==> config.mk <==
export PLATFORM = sky130hd
export DESIGN_NAME = mmr_top
export DESIGN_NICKNAME = d
export VERILOG_FILES = /design/src/logic/mmr_pkg.sv /design/src/logic/mmr_top.sv
export SDC_FILE = /design/constraint.sdc
export NUM_CORES = 2
export LEC_CHECK = 0
export BUFFER_PORTS_ARGS = -buffer_cell sky130_fd_sc_hd__buf_2
export CELL_PAD_IN_SITES_DETAIL_PLACEMENT = 1
export CELL_PAD_IN_SITES_GLOBAL_PLACEMENT = 1
export CORE_MARGIN = 2
export CORE_UTILIZATION = 52
export CTS_CLUSTER_SIZE = 24
export DETAILED_ROUTE_END_ITERATION = 6
export PLACE_DENSITY = 0.78
export SLEW_MARGIN = 40
export SYNTH_ARGS = -nofsm -noshare
export SYNTH_HDL_FRONTEND = slang
export SYNTH_SLANG_ARGS = --single-unit
export TNS_END_PERCENT = 10
==> constraint.sdc <==
create_clock -name clk -period 7.1 [get_ports clk]
set_input_delay 0.355 -clock clk [delete_from_list [all_inputs] [get_ports clk]]
set_output_delay 0.355 -clock clk [all_outputs]
set_load 0.05 [all_outputs]
==> src/logic/mmr_pkg.sv <==
// Constants and types for the memory map decoder and reset combiner.
// Assumes a single 25 MHz system clock shared by core and bus.
package mmr_pkg;
  // ******************************
  // Clock and timing
  // ******************************
  localparam int CLK_HZ      = 25_000_000;
  localparam int EXT_HOLD_MS = 10;
  localparam int KEY_HOLD_US = 1000;
  localparam int EXT_HOLD_CYC = EXT_HOLD_MS * (CLK_HZ / 1000);
  localparam int KEY_HOLD_CYC = (KEY_HOLD_US * (CLK_HZ / 100_000) + 9) / 10;
  localparam int CNT_W       = 18;
  localparam int WDT_W       = 20;

  // ******************************
  // Register map (byte offsets)
  // ******************************
  localparam logic [4:0] OFS_BANK   = 5'h00;
  localparam logic [4:0] OFS_MODE   = 5'h04;
  localparam logic [4:0] OFS_WDTCLR = 5'h08;
  localparam logic [4:0] OFS_STATUS = 5'h0c;
  localparam logic [7:0] BANK_A_SEL = 8'h96;
  localparam logic [7:0] BANK_B_SEL = 8'h69;
  localparam logic [7:0] BANK_RST   = 8'h96;
  localparam int         ST_CAUSE   = 4;

  // ******************************
  // Address boundaries
  // ******************************
  localparam logic [7:0]  BIT_BASE   = 8'h20;
  localparam logic [7:0]  USER_BASE  = 8'h30;
  localparam logic [7:0]  UPPER_BASE = 8'h80;
  localparam logic [7:0]  SHARE_BASE = 8'hc0;
  localparam logic [15:0] FLASH_BASE = 16'h1000;
  localparam logic [15:0] XSYS_LO    = 16'h0100;
  localparam logic [15:0] XSYS_HI    = 16'h01ed;
  localparam logic [7:0]  XSAMP_PAGE = 8'h0d;

  // Interrupt vectors, arbitrary values
  localparam logic [15:0] VEC_T0 = 16'h1003;
  localparam logic [15:0] VEC_T1 = 16'h100b;

  typedef enum logic [2:0] {
    K_DIRECT, K_INDIRECT, K_BIT, K_CODE, K_XDPTR, K_XRI
  } mmr_kind_t;

  typedef enum logic [3:0] {
    R_NONE, R_WORKREG, R_BITAREA, R_USERRAM, R_SFA, R_BANK_A, R_BANK_B,
    R_BOOTROM, R_FLASH, R_ONCHIP_EXTERNAL_DATA_RAM, R_ONCHIP_EXTERNAL_DATA_RAM_SYS, R_ONCHIP_EXTERNAL_DATA_RAM_SAMPLE
  } mmr_region_t;
endpackage : mmr_pkg

==> src/logic/mmr_top.sv <==
// Address decoder for the core's memory spaces, extended RAM banks and
// reset source combiner. Assumes pins arrive asynchronously; core strobes
// and timer overflows come from logic on clk.
//
// Contract
// RULE1: Lowest 32 bytes map to four register banks
// RULE2: Bit area 20H-2FH addressable per bit
// RULE3: User RAM 30H-7FH byte access only
// RULE4: Direct upper half selects special function area
// RULE5: Indirect upper half reaches bank A
// RULE6: Indirect top quarter reaches bank B
// RULE7: One bank; 96H selects A, 69H B
// RULE8: Bank A lost in standby, B kept
// RULE9: Software keeps stack within 08H-BFH
// RULE10: Code below 1000H boot ROM, else flash
// RULE11: External data decodes to 4K on-chip RAM
// RULE12: Software leaves system ONCHIP_EXTERNAL_DATA_RAM area alone
// RULE13: Page 0D00H is sampling receive buffer
// RULE14: Register-pointer moves reach lowest 256 bytes only
// RULE15: Only timer 0/1 interrupts, own vectors
// RULE16: Only normal and standby modes
// RULE17: Four reset sources; three also wake
// RULE18: Reset pin low 10 ms resets
// RULE19: Standby key low long enough resets
// RULE20: Normal mode key lows never reset
// RULE21: Low-voltage hold below 1.85V, release above 1.95V
// RULE22: Watchdog 20-bit overflow resets; software clears
// RULE23: Bank select resets to bank A
// RULE24: Internal reset ORs sources, synchronised
//
// The implementer's own choices: the register offsets and the Avalon-MM slave port.
module mmr_top
  import mmr_pkg::*;
#(
  parameter int EXT_CYC = EXT_HOLD_CYC,
  parameter int KEY_CYC = KEY_HOLD_CYC
) (
  input  wire logic        clk,
  input  wire logic        arst_n,
  input  wire logic [4:0]  avs_address,
  input  wire logic        avs_read,
  input  wire logic        avs_write,
  input  wire logic [31:0] avs_writedata,
  output logic [31:0]      avs_readdata,
  output logic             avs_waitrequest,
  input  wire logic        core_req,
  input  wire mmr_kind_t   core_kind,
  input  wire logic [15:0] core_addr,
  input  wire logic        core_we,
  input  wire logic [7:0]  core_wdata,
  output logic             map_valid_r,
  output mmr_region_t      map_region_r,
  output logic [15:0]      map_addr_r,
  output logic [2:0]       map_bit_r,
  output logic [7:0]       ext_rdata_r,
  input  wire logic        timer0_ovf,
  input  wire logic        timer1_ovf,
  output logic             irq_req_r,
  output logic [15:0]      irq_vector_r,
  input  wire logic        external_reset_pin_n,
  input  wire logic [7:0]  keyboard_inputs,
  input  wire logic        low_voltage_detector_trip,
  input  wire logic        low_voltage_detector_clear,
  output logic             standby_r,
  output logic             bank_a_power_r,
  output logic             core_rst_n_r
);
  // ******************************
  // Declarations
  // ******************************
  logic [7:0]        bank_r;
  logic              wait_r;
  logic [31:0]       rdata_r;
  logic [3:0]        cause_r;
  logic [2:0]        pin_s1, pin_s2;
  logic [7:0]        key_s1, key_s2;
  logic [CNT_W-1:0]  ext_cnt_r, key_cnt_r;
  logic              ext_act_r, key_act_r, lvd_hold_r, wdt_fire_r, int_rst_r;
  logic [WDT_W-1:0]  wdt_cnt_r;
  logic [7:0]        bank_a_mem [128];
  logic [7:0]        bank_b_mem [64];
  logic [127:0]      a_valid_r;
  logic              acc;
  logic              wr_hit;
  mmr_region_t       reg_nxt;
  logic [15:0]       addr_nxt;
  logic [2:0]        bit_nxt;

  assign acc    = (avs_read | avs_write) & wait_r;
  assign wr_hit = avs_write & !wait_r;  // Writes land on the answering edge only

  // ******************************
  // Avalon slave
  // ******************************
  // One wait cycle, then a single low cycle answers the request
  always_ff @(posedge clk or negedge arst_n) begin
    if (!arst_n) begin
      wait_r  <= 1'b1;
      rdata_r <= 32'h0;
    end else begin
      wait_r <= !acc;
      if (acc && avs_read) begin
        case (avs_address)
          OFS_BANK:   rdata_r <= {24'h0, bank_r};
          OFS_MODE:   rdata_r <= {31'h0, standby_r};
          OFS_STATUS: rdata_r <= {24'h0, cause_r, 1'b0, lvd_hold_r, standby_r, bank_r == BANK_B_SEL};
          default:    rdata_r <= 32'h0;
        endcase
      end
    end
  end
  assign avs_waitrequest = wait_r;
  assign avs_readdata    = rdata_r;

  // Bank select; other values are ignored so a stray write cannot leave both off
  always_ff @(posedge clk or negedge arst_n) begin
    if (!arst_n) begin
      bank_r <= BANK_RST;
    end else if (int_rst_r) begin
      bank_r <= BANK_RST;  // RULE23
    end else if (wr_hit && avs_address == OFS_BANK &&
                 (avs_writedata[7:0] == BANK_A_SEL || avs_writedata[7:0] == BANK_B_SEL)) begin
      bank_r <= avs_writedata[7:0];  // RULE7
    end
  end

  // Mode: bit 0 enters standby; only a waking reset leaves it
  always_ff @(posedge clk or negedge arst_n) begin
    if (!arst_n) begin
      standby_r      <= 1'b0;
      bank_a_power_r <= 1'b1;
    end else if (int_rst_r) begin
      standby_r      <= 1'b0;  // RULE16
      bank_a_power_r <= 1'b1;
    end else if (wr_hit && avs_address == OFS_MODE && avs_writedata[0]) begin
      standby_r      <= 1'b1;  // RULE16
      bank_a_power_r <= 1'b0;  // RULE8
    end
  end

  // Sticky reset causes; a new cause beats a write-one-to-clear
  // Kept through the internal reset so software can see why it restarted
  always_ff @(posedge clk or negedge arst_n) begin
    if (!arst_n) begin
      cause_r <= 4'h0;
    end else begin
      cause_r <= (cause_r & ~((wr_hit && avs_address == OFS_STATUS) ? avs_writedata[7:4] : 4'h0))
               | {wdt_fire_r, lvd_hold_r, key_act_r, ext_act_r};
    end
  end

  // ******************************
  // Address decode
  // ******************************
  // Region and local address per access kind
  always_comb begin
    reg_nxt  = R_NONE;
    addr_nxt = 16'h0;
    bit_nxt  = 3'h0;
    case (core_kind)
      K_DIRECT: begin
        addr_nxt = {8'h00, core_addr[7:0]};
        if (core_addr[7:0] >= UPPER_BASE) begin
          reg_nxt = R_SFA;  // RULE4
        end else if (core_addr[7:0] >= USER_BASE) begin
          reg_nxt = R_USERRAM;  // RULE3
        end else if (core_addr[7:0] >= BIT_BASE) begin
          reg_nxt = R_BITAREA;
        end else begin
          reg_nxt = R_WORKREG;  // RULE1
        end
      end
      K_INDIRECT: begin
        if (core_addr[7:0] < UPPER_BASE) begin
          addr_nxt = {8'h00, core_addr[7:0]};
          reg_nxt  = core_addr[7:0] >= USER_BASE ? R_USERRAM :
                     core_addr[7:0] >= BIT_BASE ? R_BITAREA : R_WORKREG;
        end else if (core_addr[7:0] >= SHARE_BASE && bank_r == BANK_B_SEL) begin
          addr_nxt = {10'h0, core_addr[5:0]};
          reg_nxt  = R_BANK_B;  // RULE6
        end else begin
          addr_nxt = {9'h0, core_addr[6:0]};
          reg_nxt  = R_BANK_A;  // RULE5
        end
      end
      K_BIT: begin
        bit_nxt = core_addr[2:0];
        if (core_addr[7]) begin
          addr_nxt = {8'h00, core_addr[7:3], 3'h0};
          reg_nxt  = R_SFA;
        end else begin
          addr_nxt = {8'h00, BIT_BASE[7:4], core_addr[6:3]};  // RULE2
          reg_nxt  = R_BITAREA;  // RULE2
        end
      end
      K_CODE: begin
        addr_nxt = core_addr;
        reg_nxt  = core_addr < FLASH_BASE ? R_BOOTROM : R_FLASH;  // RULE10
      end
      K_XDPTR, K_XRI: begin
        addr_nxt = core_kind == K_XRI ? {8'h00, core_addr[7:0]} : core_addr;  // RULE14
        if (addr_nxt >= FLASH_BASE) begin
          reg_nxt = R_NONE;  // RULE11
        end else if (addr_nxt[15:8] == XSAMP_PAGE) begin
          reg_nxt = R_ONCHIP_EXTERNAL_DATA_RAM_SAMPLE;  // RULE13
        end else if (addr_nxt >= XSYS_LO && addr_nxt <= XSYS_HI) begin
          reg_nxt = R_ONCHIP_EXTERNAL_DATA_RAM_SYS;
        end else begin
          reg_nxt = R_ONCHIP_EXTERNAL_DATA_RAM;  // RULE11
        end
      end
      default: reg_nxt = R_NONE;
    endcase
  end

  // Decode result registered so every output comes from a flop
  always_ff @(posedge clk or negedge arst_n) begin
    if (!arst_n) begin
      map_valid_r  <= 1'b0;
      map_region_r <= R_NONE;
      map_addr_r   <= 16'h0;
      map_bit_r    <= 3'h0;
    end else begin
      map_valid_r  <= core_req;
      map_region_r <= core_req ? reg_nxt : R_NONE;
      map_addr_r   <= addr_nxt;
      map_bit_r    <= bit_nxt;
    end
  end

  // ******************************
  // Extended RAM banks
  // ******************************
  // Arrays have no reset: bank B content survives standby and reset
  always_ff @(posedge clk) begin
    if (core_req && core_we && reg_nxt == R_BANK_A) begin
      bank_a_mem[addr_nxt[6:0]] <= core_wdata;
    end
    if (core_req && core_we && reg_nxt == R_BANK_B) begin
      bank_b_mem[addr_nxt[5:0]] <= core_wdata;  // RULE8
    end
  end

  // Bank A entries read as zero until rewritten after a standby
  always_ff @(posedge clk or negedge arst_n) begin
    if (!arst_n) begin
      a_valid_r   <= 128'h0;
      ext_rdata_r <= 8'h00;
    end else begin
      if (standby_r) begin
        a_valid_r <= 128'h0;  // RULE8
      end else if (core_req && core_we && reg_nxt == R_BANK_A) begin
        a_valid_r[addr_nxt[6:0]] <= 1'b1;
      end
      if (core_req && reg_nxt == R_BANK_A) begin
        ext_rdata_r <= a_valid_r[addr_nxt[6:0]] ? bank_a_mem[addr_nxt[6:0]] : 8'h00;
      end else if (core_req && reg_nxt == R_BANK_B) begin
        ext_rdata_r <= bank_b_mem[addr_nxt[5:0]];
      end
    end
  end

  // ******************************
  // Interrupts
  // ******************************
  // Timer 0 wins a tie; no other source exists
  always_ff @(posedge clk or negedge arst_n) begin
    if (!arst_n) begin
      irq_req_r    <= 1'b0;
      irq_vector_r <= 16'h0;
    end else begin
      irq_req_r    <= !int_rst_r && (timer0_ovf || timer1_ovf);  // RULE15
      irq_vector_r <= timer0_ovf ? VEC_T0 : VEC_T1;  // RULE15
    end
  end

  // ******************************
  // Reset sources
  // ******************************
  // Two-flop synchronisers for every pin
  always_ff @(posedge clk or negedge arst_n) begin
    if (!arst_n) begin
      pin_s1 <= 3'b100;
      pin_s2 <= 3'b100;
      key_s1 <= 8'hff;
      key_s2 <= 8'hff;
    end else begin
      pin_s1 <= {external_reset_pin_n, low_voltage_detector_trip, low_voltage_detector_clear};
      pin_s2 <= pin_s1;
      key_s1 <= keyboard_inputs;
      key_s2 <= key_s1;
    end
  end

  // External pin: reset only after a continuous low of the hold time
  always_ff @(posedge clk or negedge arst_n) begin
    if (!arst_n) begin
      ext_cnt_r <= '0;
      ext_act_r <= 1'b0;
    end else if (pin_s2[2]) begin
      ext_cnt_r <= '0;
      ext_act_r <= 1'b0;
    end else if (ext_cnt_r == CNT_W'(EXT_CYC - 1)) begin
      ext_act_r <= 1'b1;  // RULE18
    end else begin
      ext_cnt_r <= ext_cnt_r + 1'b1;
    end
  end

  // Keys reset only from standby; the wake clears standby and ends it
  always_ff @(posedge clk or negedge arst_n) begin
    if (!arst_n) begin
      key_cnt_r <= '0;
      key_act_r <= 1'b0;
    end else if (!standby_r || &key_s2) begin
      key_cnt_r <= '0;  // RULE20
      key_act_r <= 1'b0;
    end else if (key_cnt_r == CNT_W'(KEY_CYC - 1)) begin
      key_act_r <= 1'b1;  // RULE19
    end else begin
      key_cnt_r <= key_cnt_r + 1'b1;
    end
  end

  // Detector hysteresis: trip sets, clear releases, trip wins a tie
  always_ff @(posedge clk or negedge arst_n) begin
    if (!arst_n) begin
      lvd_hold_r <= 1'b0;
    end else if (pin_s2[1]) begin
      lvd_hold_r <= 1'b1;  // RULE21
    end else if (pin_s2[0]) begin
      lvd_hold_r <= 1'b0;  // RULE21
    end
  end

  // Watchdog halts in standby, so it can never be a wake source
  always_ff @(posedge clk or negedge arst_n) begin
    if (!arst_n) begin
      wdt_cnt_r  <= '0;
      wdt_fire_r <= 1'b0;
    end else if (int_rst_r || (wr_hit && avs_address == OFS_WDTCLR)) begin
      wdt_cnt_r  <= '0;  // RULE22
      wdt_fire_r <= 1'b0;
    end else if (!standby_r) begin
      wdt_cnt_r  <= wdt_cnt_r + 1'b1;
      wdt_fire_r <= &wdt_cnt_r;  // RULE22
    end
  end

  // Combined reset; held until every source has let go
  always_ff @(posedge clk or negedge arst_n) begin
    if (!arst_n) begin
      int_rst_r    <= 1'b1;
      core_rst_n_r <= 1'b0;
    end else begin
      int_rst_r    <= ext_act_r | key_act_r | lvd_hold_r | wdt_fire_r;  // RULE17 RULE24
      core_rst_n_r <= !(ext_act_r | key_act_r | lvd_hold_r | wdt_fire_r);  // RULE24
    end
  end

  // ******************************
  // Assertions
  // ******************************
  a_bank_reset: assert property (@(posedge clk) disable iff (!arst_n)
    int_rst_r |=> bank_r == BANK_A_SEL) else $error("bank not A after reset"); // RULE23
  a_bank_select: assert property (@(posedge clk) disable iff (!arst_n)
    wr_hit && avs_address == OFS_BANK && avs_writedata[7:0] == BANK_B_SEL && !int_rst_r
    |=> bank_r == BANK_B_SEL) else $error("bank B not selected"); // RULE7
  a_direct_upper: assert property (@(posedge clk) disable iff (!arst_n)
    core_req && core_kind == K_DIRECT && core_addr[7] |=> map_region_r == R_SFA)
    else $error("direct upper not special area"); // RULE4
  a_bit_byte: assert property (@(posedge clk) disable iff (!arst_n)
    core_req && core_kind == K_BIT && !core_addr[7]
    |=> map_addr_r[7:0] == 8'h20 + {5'h0, $past(core_addr[6:3])} && map_bit_r == $past(core_addr[2:0]))
    else $error("bit address wrong"); // RULE2
  a_ri_page: assert property (@(posedge clk) disable iff (!arst_n)
    core_req && core_kind == K_XRI |=> map_addr_r[15:8] == 8'h00 && map_region_r != R_NONE)
    else $error("pointer move left low page"); // RULE14
  a_code_split: assert property (@(posedge clk) disable iff (!arst_n)
    core_req && core_kind == K_CODE
    |=> map_region_r == ($past(core_addr) < 16'h1000 ? R_BOOTROM : R_FLASH))
    else $error("code region wrong"); // RULE10
  a_key_normal: assert property (@(posedge clk) disable iff (!arst_n)
    !standby_r |=> !key_act_r) else $error("key reset in normal mode"); // RULE20
  a_wdt_reset: assert property (@(posedge clk) disable iff (!arst_n)
    wdt_fire_r |=> int_rst_r ##1 !standby_r) else $error("watchdog did not reset"); // RULE22
  a_lvd_hold: assert property (@(posedge clk) disable iff (!arst_n)
    pin_s2[1] |=> lvd_hold_r ##1 !core_rst_n_r) else $error("low voltage not held"); // RULE21
  a_ext_filter: assert property (@(posedge clk) disable iff (!arst_n)
    $rose(ext_act_r) |-> ext_cnt_r == CNT_W'(EXT_CYC - 1) && !$past(pin_s2[2]))
    else $error("pin reset too early"); // RULE18

  c_key_wake: cover property (@(posedge clk) disable iff (!arst_n) standby_r && key_act_r);
  c_wdt_fire: cover property (@(posedge clk) disable iff (!arst_n) wdt_fire_r);
  c_bank_b: cover property (@(posedge clk) disable iff (!arst_n) map_region_r == R_BANK_B);
endmodule : mmr_top

==> key figures <==
Outcome
  – Status: completed

Pwr
  – Sw Ratio: 0.250
  – Comb pwr share: 0.090
  – Leakage: approximately 27 nW
  – Int Power: roughly 0.018 W
  – Seq pwr share: 0.498
  – VDD IR max: 292 uV
  – Clock share of power: 0.412
  – Pwr Density: 290 nW/um^2
  – Switching Power: about 0.0058 W

Routing
  – DRC errors left: 0
  – Vias/cell: 6.93
  – Antenna Nets Post-Route: 0
  – Total number of vias: 49.5k
  – First-pass DRT Iterations: 5
  – Drt total wl: about 250,000 um
  – WL/cell: between 30 and 40 um
  – Initial DRC count: 7,446

Placed design
  – Pre-CTS setup slack: 1.64 ns
  – DP HPWL: between 100,000 and 150,000 um
  – Final GP Congestion: around 0.90
  – IO buf count: 107
  – Dpl cells: between 6k and 7k

GRT
  – GRT overflow: 0
  – First-pass GRT wire length: 361,000 um
  – Total track usage: 0.365
  – Number of antenna violations at the first check in global routing: 17
  – Vias in the first global route: 50.8k
  – Largest net degree at the start of global routing: 121

Clock network
  – CTS tree: done
  – Clock buffer depth: 3
  – Clock Latency Late Sink: 0.85 ns
  – Post-CTS sizing: 0
  – Hold-fix buffers, CTS: 43
  – Clock-pin slew on the worst setup and hold paths: 0.06 ns
  – Clock sinks: 1,806
  – # Post-CTS Setup Buffers: 0
  – H-tree depth: 4
  – Root Driver: clkbuf_16
  – Num CTS Buffers: 179

Min path
  – Hold crit path type: input port to flip-flop

STA
  – Max transition margin: 0.313
  – Final period util: 0.737
  – Hold_ws: 0.00854 ns
  – Clock skew: between 0.03 and 0.04 ns
  – Fmax: between 150 and 200 MHz
  – Worst-Margin Slew: 1.02 ns
  – Tmin final: around 5.2 ns
  – Max Slew Vio Count: 0
  – Setup violators final: 0
  – Setup TNS: 0 ns
  – Hold Fails Final Rpt: 0
  – Fin worst setup slack: 1.87 ns
  – RSZ-0062 raised after global routing: no

Finish
  – Nets: 5,279
  – Ratio of cells with drive above 1 in the final layout: 0.154
  – Final-layout fill cell count: 12.6k
  – Synthesis-to-finish area growth: 14.2%
  – Layout Cells excl Fill: 7,131
  – Storage cell area: ~53,000 um^2
  – Footprint of the multi-input gates: 16,800 um^2

Synth
  – Seq cells post-synth: 1,806
  – Area leader, netlist: edfxtp_1
  – Register area share after synthesis: 0.750
  – Most common flop cell mapped by yosys: edfxtp_1
  – Syn Area/Cell: 14.1 um^2
  – Largest cells by area after synthesis: edfxtp_1 (65%), dfrtp_1 (8.7%), nand2_1 (3.6%)
  – Synthesized area: 70,600 um^2
  – Async SR Flop Fraction: 0.150
  – Ys Warns: 0
  – EDFF count, synth: between 1.5k and 2k
  – Unique masters post-synth: 92
  – Post-synthesis instance total: between 5k and 6k
  – Area share of the largest cell type after synthesis: 0.653

Worst setup path
  – WP data arrival: around 5.9 ns
  – CP startpoint kind: input port
  – CP max FO: 96
  – Crit end category: flip-flop
  – CP required: 7.80 ns
  – Crit path kind: input port to flip-flop

Floorplan
  – Placeable Area: 135,000 um^2
  – Die ar.: 139,000 um^2
  – Chip Height: between 300 and 400 um
  – # rows: ~140
  – Initial Util: 0.522
  – Die Span X: 372 um
  – Ports: about 170

Run
  – Max Cap Violations: 0
worst max-delay path, cell delays in order:
cell and delay [ns]:
dlygate4sd3_1 0.53, buf_2 0.27, and2b_4 0.27, a221oi_4 0.42, buf_4 0.68, buf_12 0.58
nand2_4 0.63, buf_12 0.43, o22ai_1 0.16, nor4_1 0.07, o21ai_0 0.36, a211oi_1 0.24
o41ai_1 0.63, a21oi_1 0.18
layout by cell type, fill, tap and decap left out, types with 50 or more instances in the layout:
cell type,n
buf_2,98
buf_4,151
a21oi_1,197
o21a_1,134
a31oi_1,50
dfrtp_1,245
o22ai_1,178
nand3_1,268
clkbuf_16,182
a22oi_1,95
nor2_1,185
nor2_2,155
mux2i_1,53
nor3_1,54
nand2_1,667
o21ai_0,121
o221ai_1,70
edfxtp_1,1536
cell usage after synthesis (32+ instances only):
master and count:
a211oi_1 44, a31oi_1 50, nor4_1 32, buf_4 41, buf_1 44, xor2_1 34
a21oi_1 202, clkbuf_1 128, edfxtp_1 1536, o221ai_1 70, o22ai_1 178, buf_2 141
a221oi_1 41, dfrtp_1 245, nor3_1 57, a22oi_1 95, o21ai_0 124, nand3_1 272
o21a_1 135, nand4_1 43, o211ai_1 48, nor2_1 346, nand2_1 674, mux2i_1 53
final cells by class:
type | instances | share of cell area
repair buffers | 331 | 0.0335
well taps | 1781 | 0.0276
diodes | 6 | 0.000186
clock inverters | 102 | 0.0126
flip-flops and latches | 1806 | 0.656
clock buffers | 230 | 0.0602
multi-input cells | 2853 | 0.208
inverters | 22 | 0.00132
per-stage QoR:
step	util	area (um^2)	total power [W]
after CTS	0.594	80300	0.0232
after detailed placement	0.548	74000	0.0138
after floorplan	-	70700	0.0128
after global placement	0.544	73600	0.0137
final	0.597	80600	0.0234
after global routing	0.596	80600	0.0237
state kept, by name, summed over array words and instances, names as in the netlist, 2 cells and up:
name and count:
key_cnt_r 18, pin_s2 3, avs_readdata 8, key_s1 8, bank_b_mem 512, ext_cnt_r 18
map_region_r 4, wdt_cnt_r 20, a_valid_r 128, cause_r 4, irq_vector_r 2, bank_a_mem 1024
key_s2 8, ext_rdata_r 8, map_bit_r 3, map_addr_r 16, bank_r 8, pin_s1 3
final timing paths:
check                      depth (start not counted)  slack (ns)          start           endpoint
max                                               14        1.87   core_kind[2]     ext_rdata_r[1]
min                                                1       0.009  core_wdata[6]  bank_b_mem[44][6]
max reg2reg                                       10        2.28      bank_r[6]  bank_a_mem[52][7]
min reg2reg                                        0        0.34      pin_s1[0]          pin_s2[0]
max in group asynchronous                          4        5.86         arst_n      a_valid_r[74]
min in group asynchronous                          2        0.07         arst_n      wdt_cnt_r[16]
kinds of logic after synthesis:
group	Yosys count	share of synthesized area
XOR/XNOR	43	0.00533
multiplexers	76	0.0112
flip-flops	1806	0.750
buffers and inverters	377	0.0248
AO/OA/AOI/OAI	1167	0.114
adder cells (fa/ha/maj)	3	0.000532
AND/OR/NAND/NOR	1527	0.0945
other	2	0.000106
power by group through the flow:
stage / Clock [W] / Combinational [W] / Sequential (W)
floorplan: 0 / 0.000878 / 0.0119
global placement: 0 / 0.00186 / 0.0118
detailed placement: 0 / 0.00196 / 0.0118
CTS: 0.00962 / 0.00200 / 0.0116
global route: 0.00999 / 0.00213 / 0.0116
finish: 0.00964 / 0.00210 / 0.0116
metal layers:
layer | vias up | global-route usage | share of wire | wire [um]
met3 | 1025 | 0.101 | 0.13 | 32300
met5 | - | 0 | 0.00082 | 206
met2 | 3851 | 0.557 | 0.46 | 115000
met1 | 25000 | 0.460 | 0.34 | 86200
met4 | 24 | 0.236 | 0.073 | 18600
li1 | 19600 | - | - | -
Power figures use the tool's default switching activity.
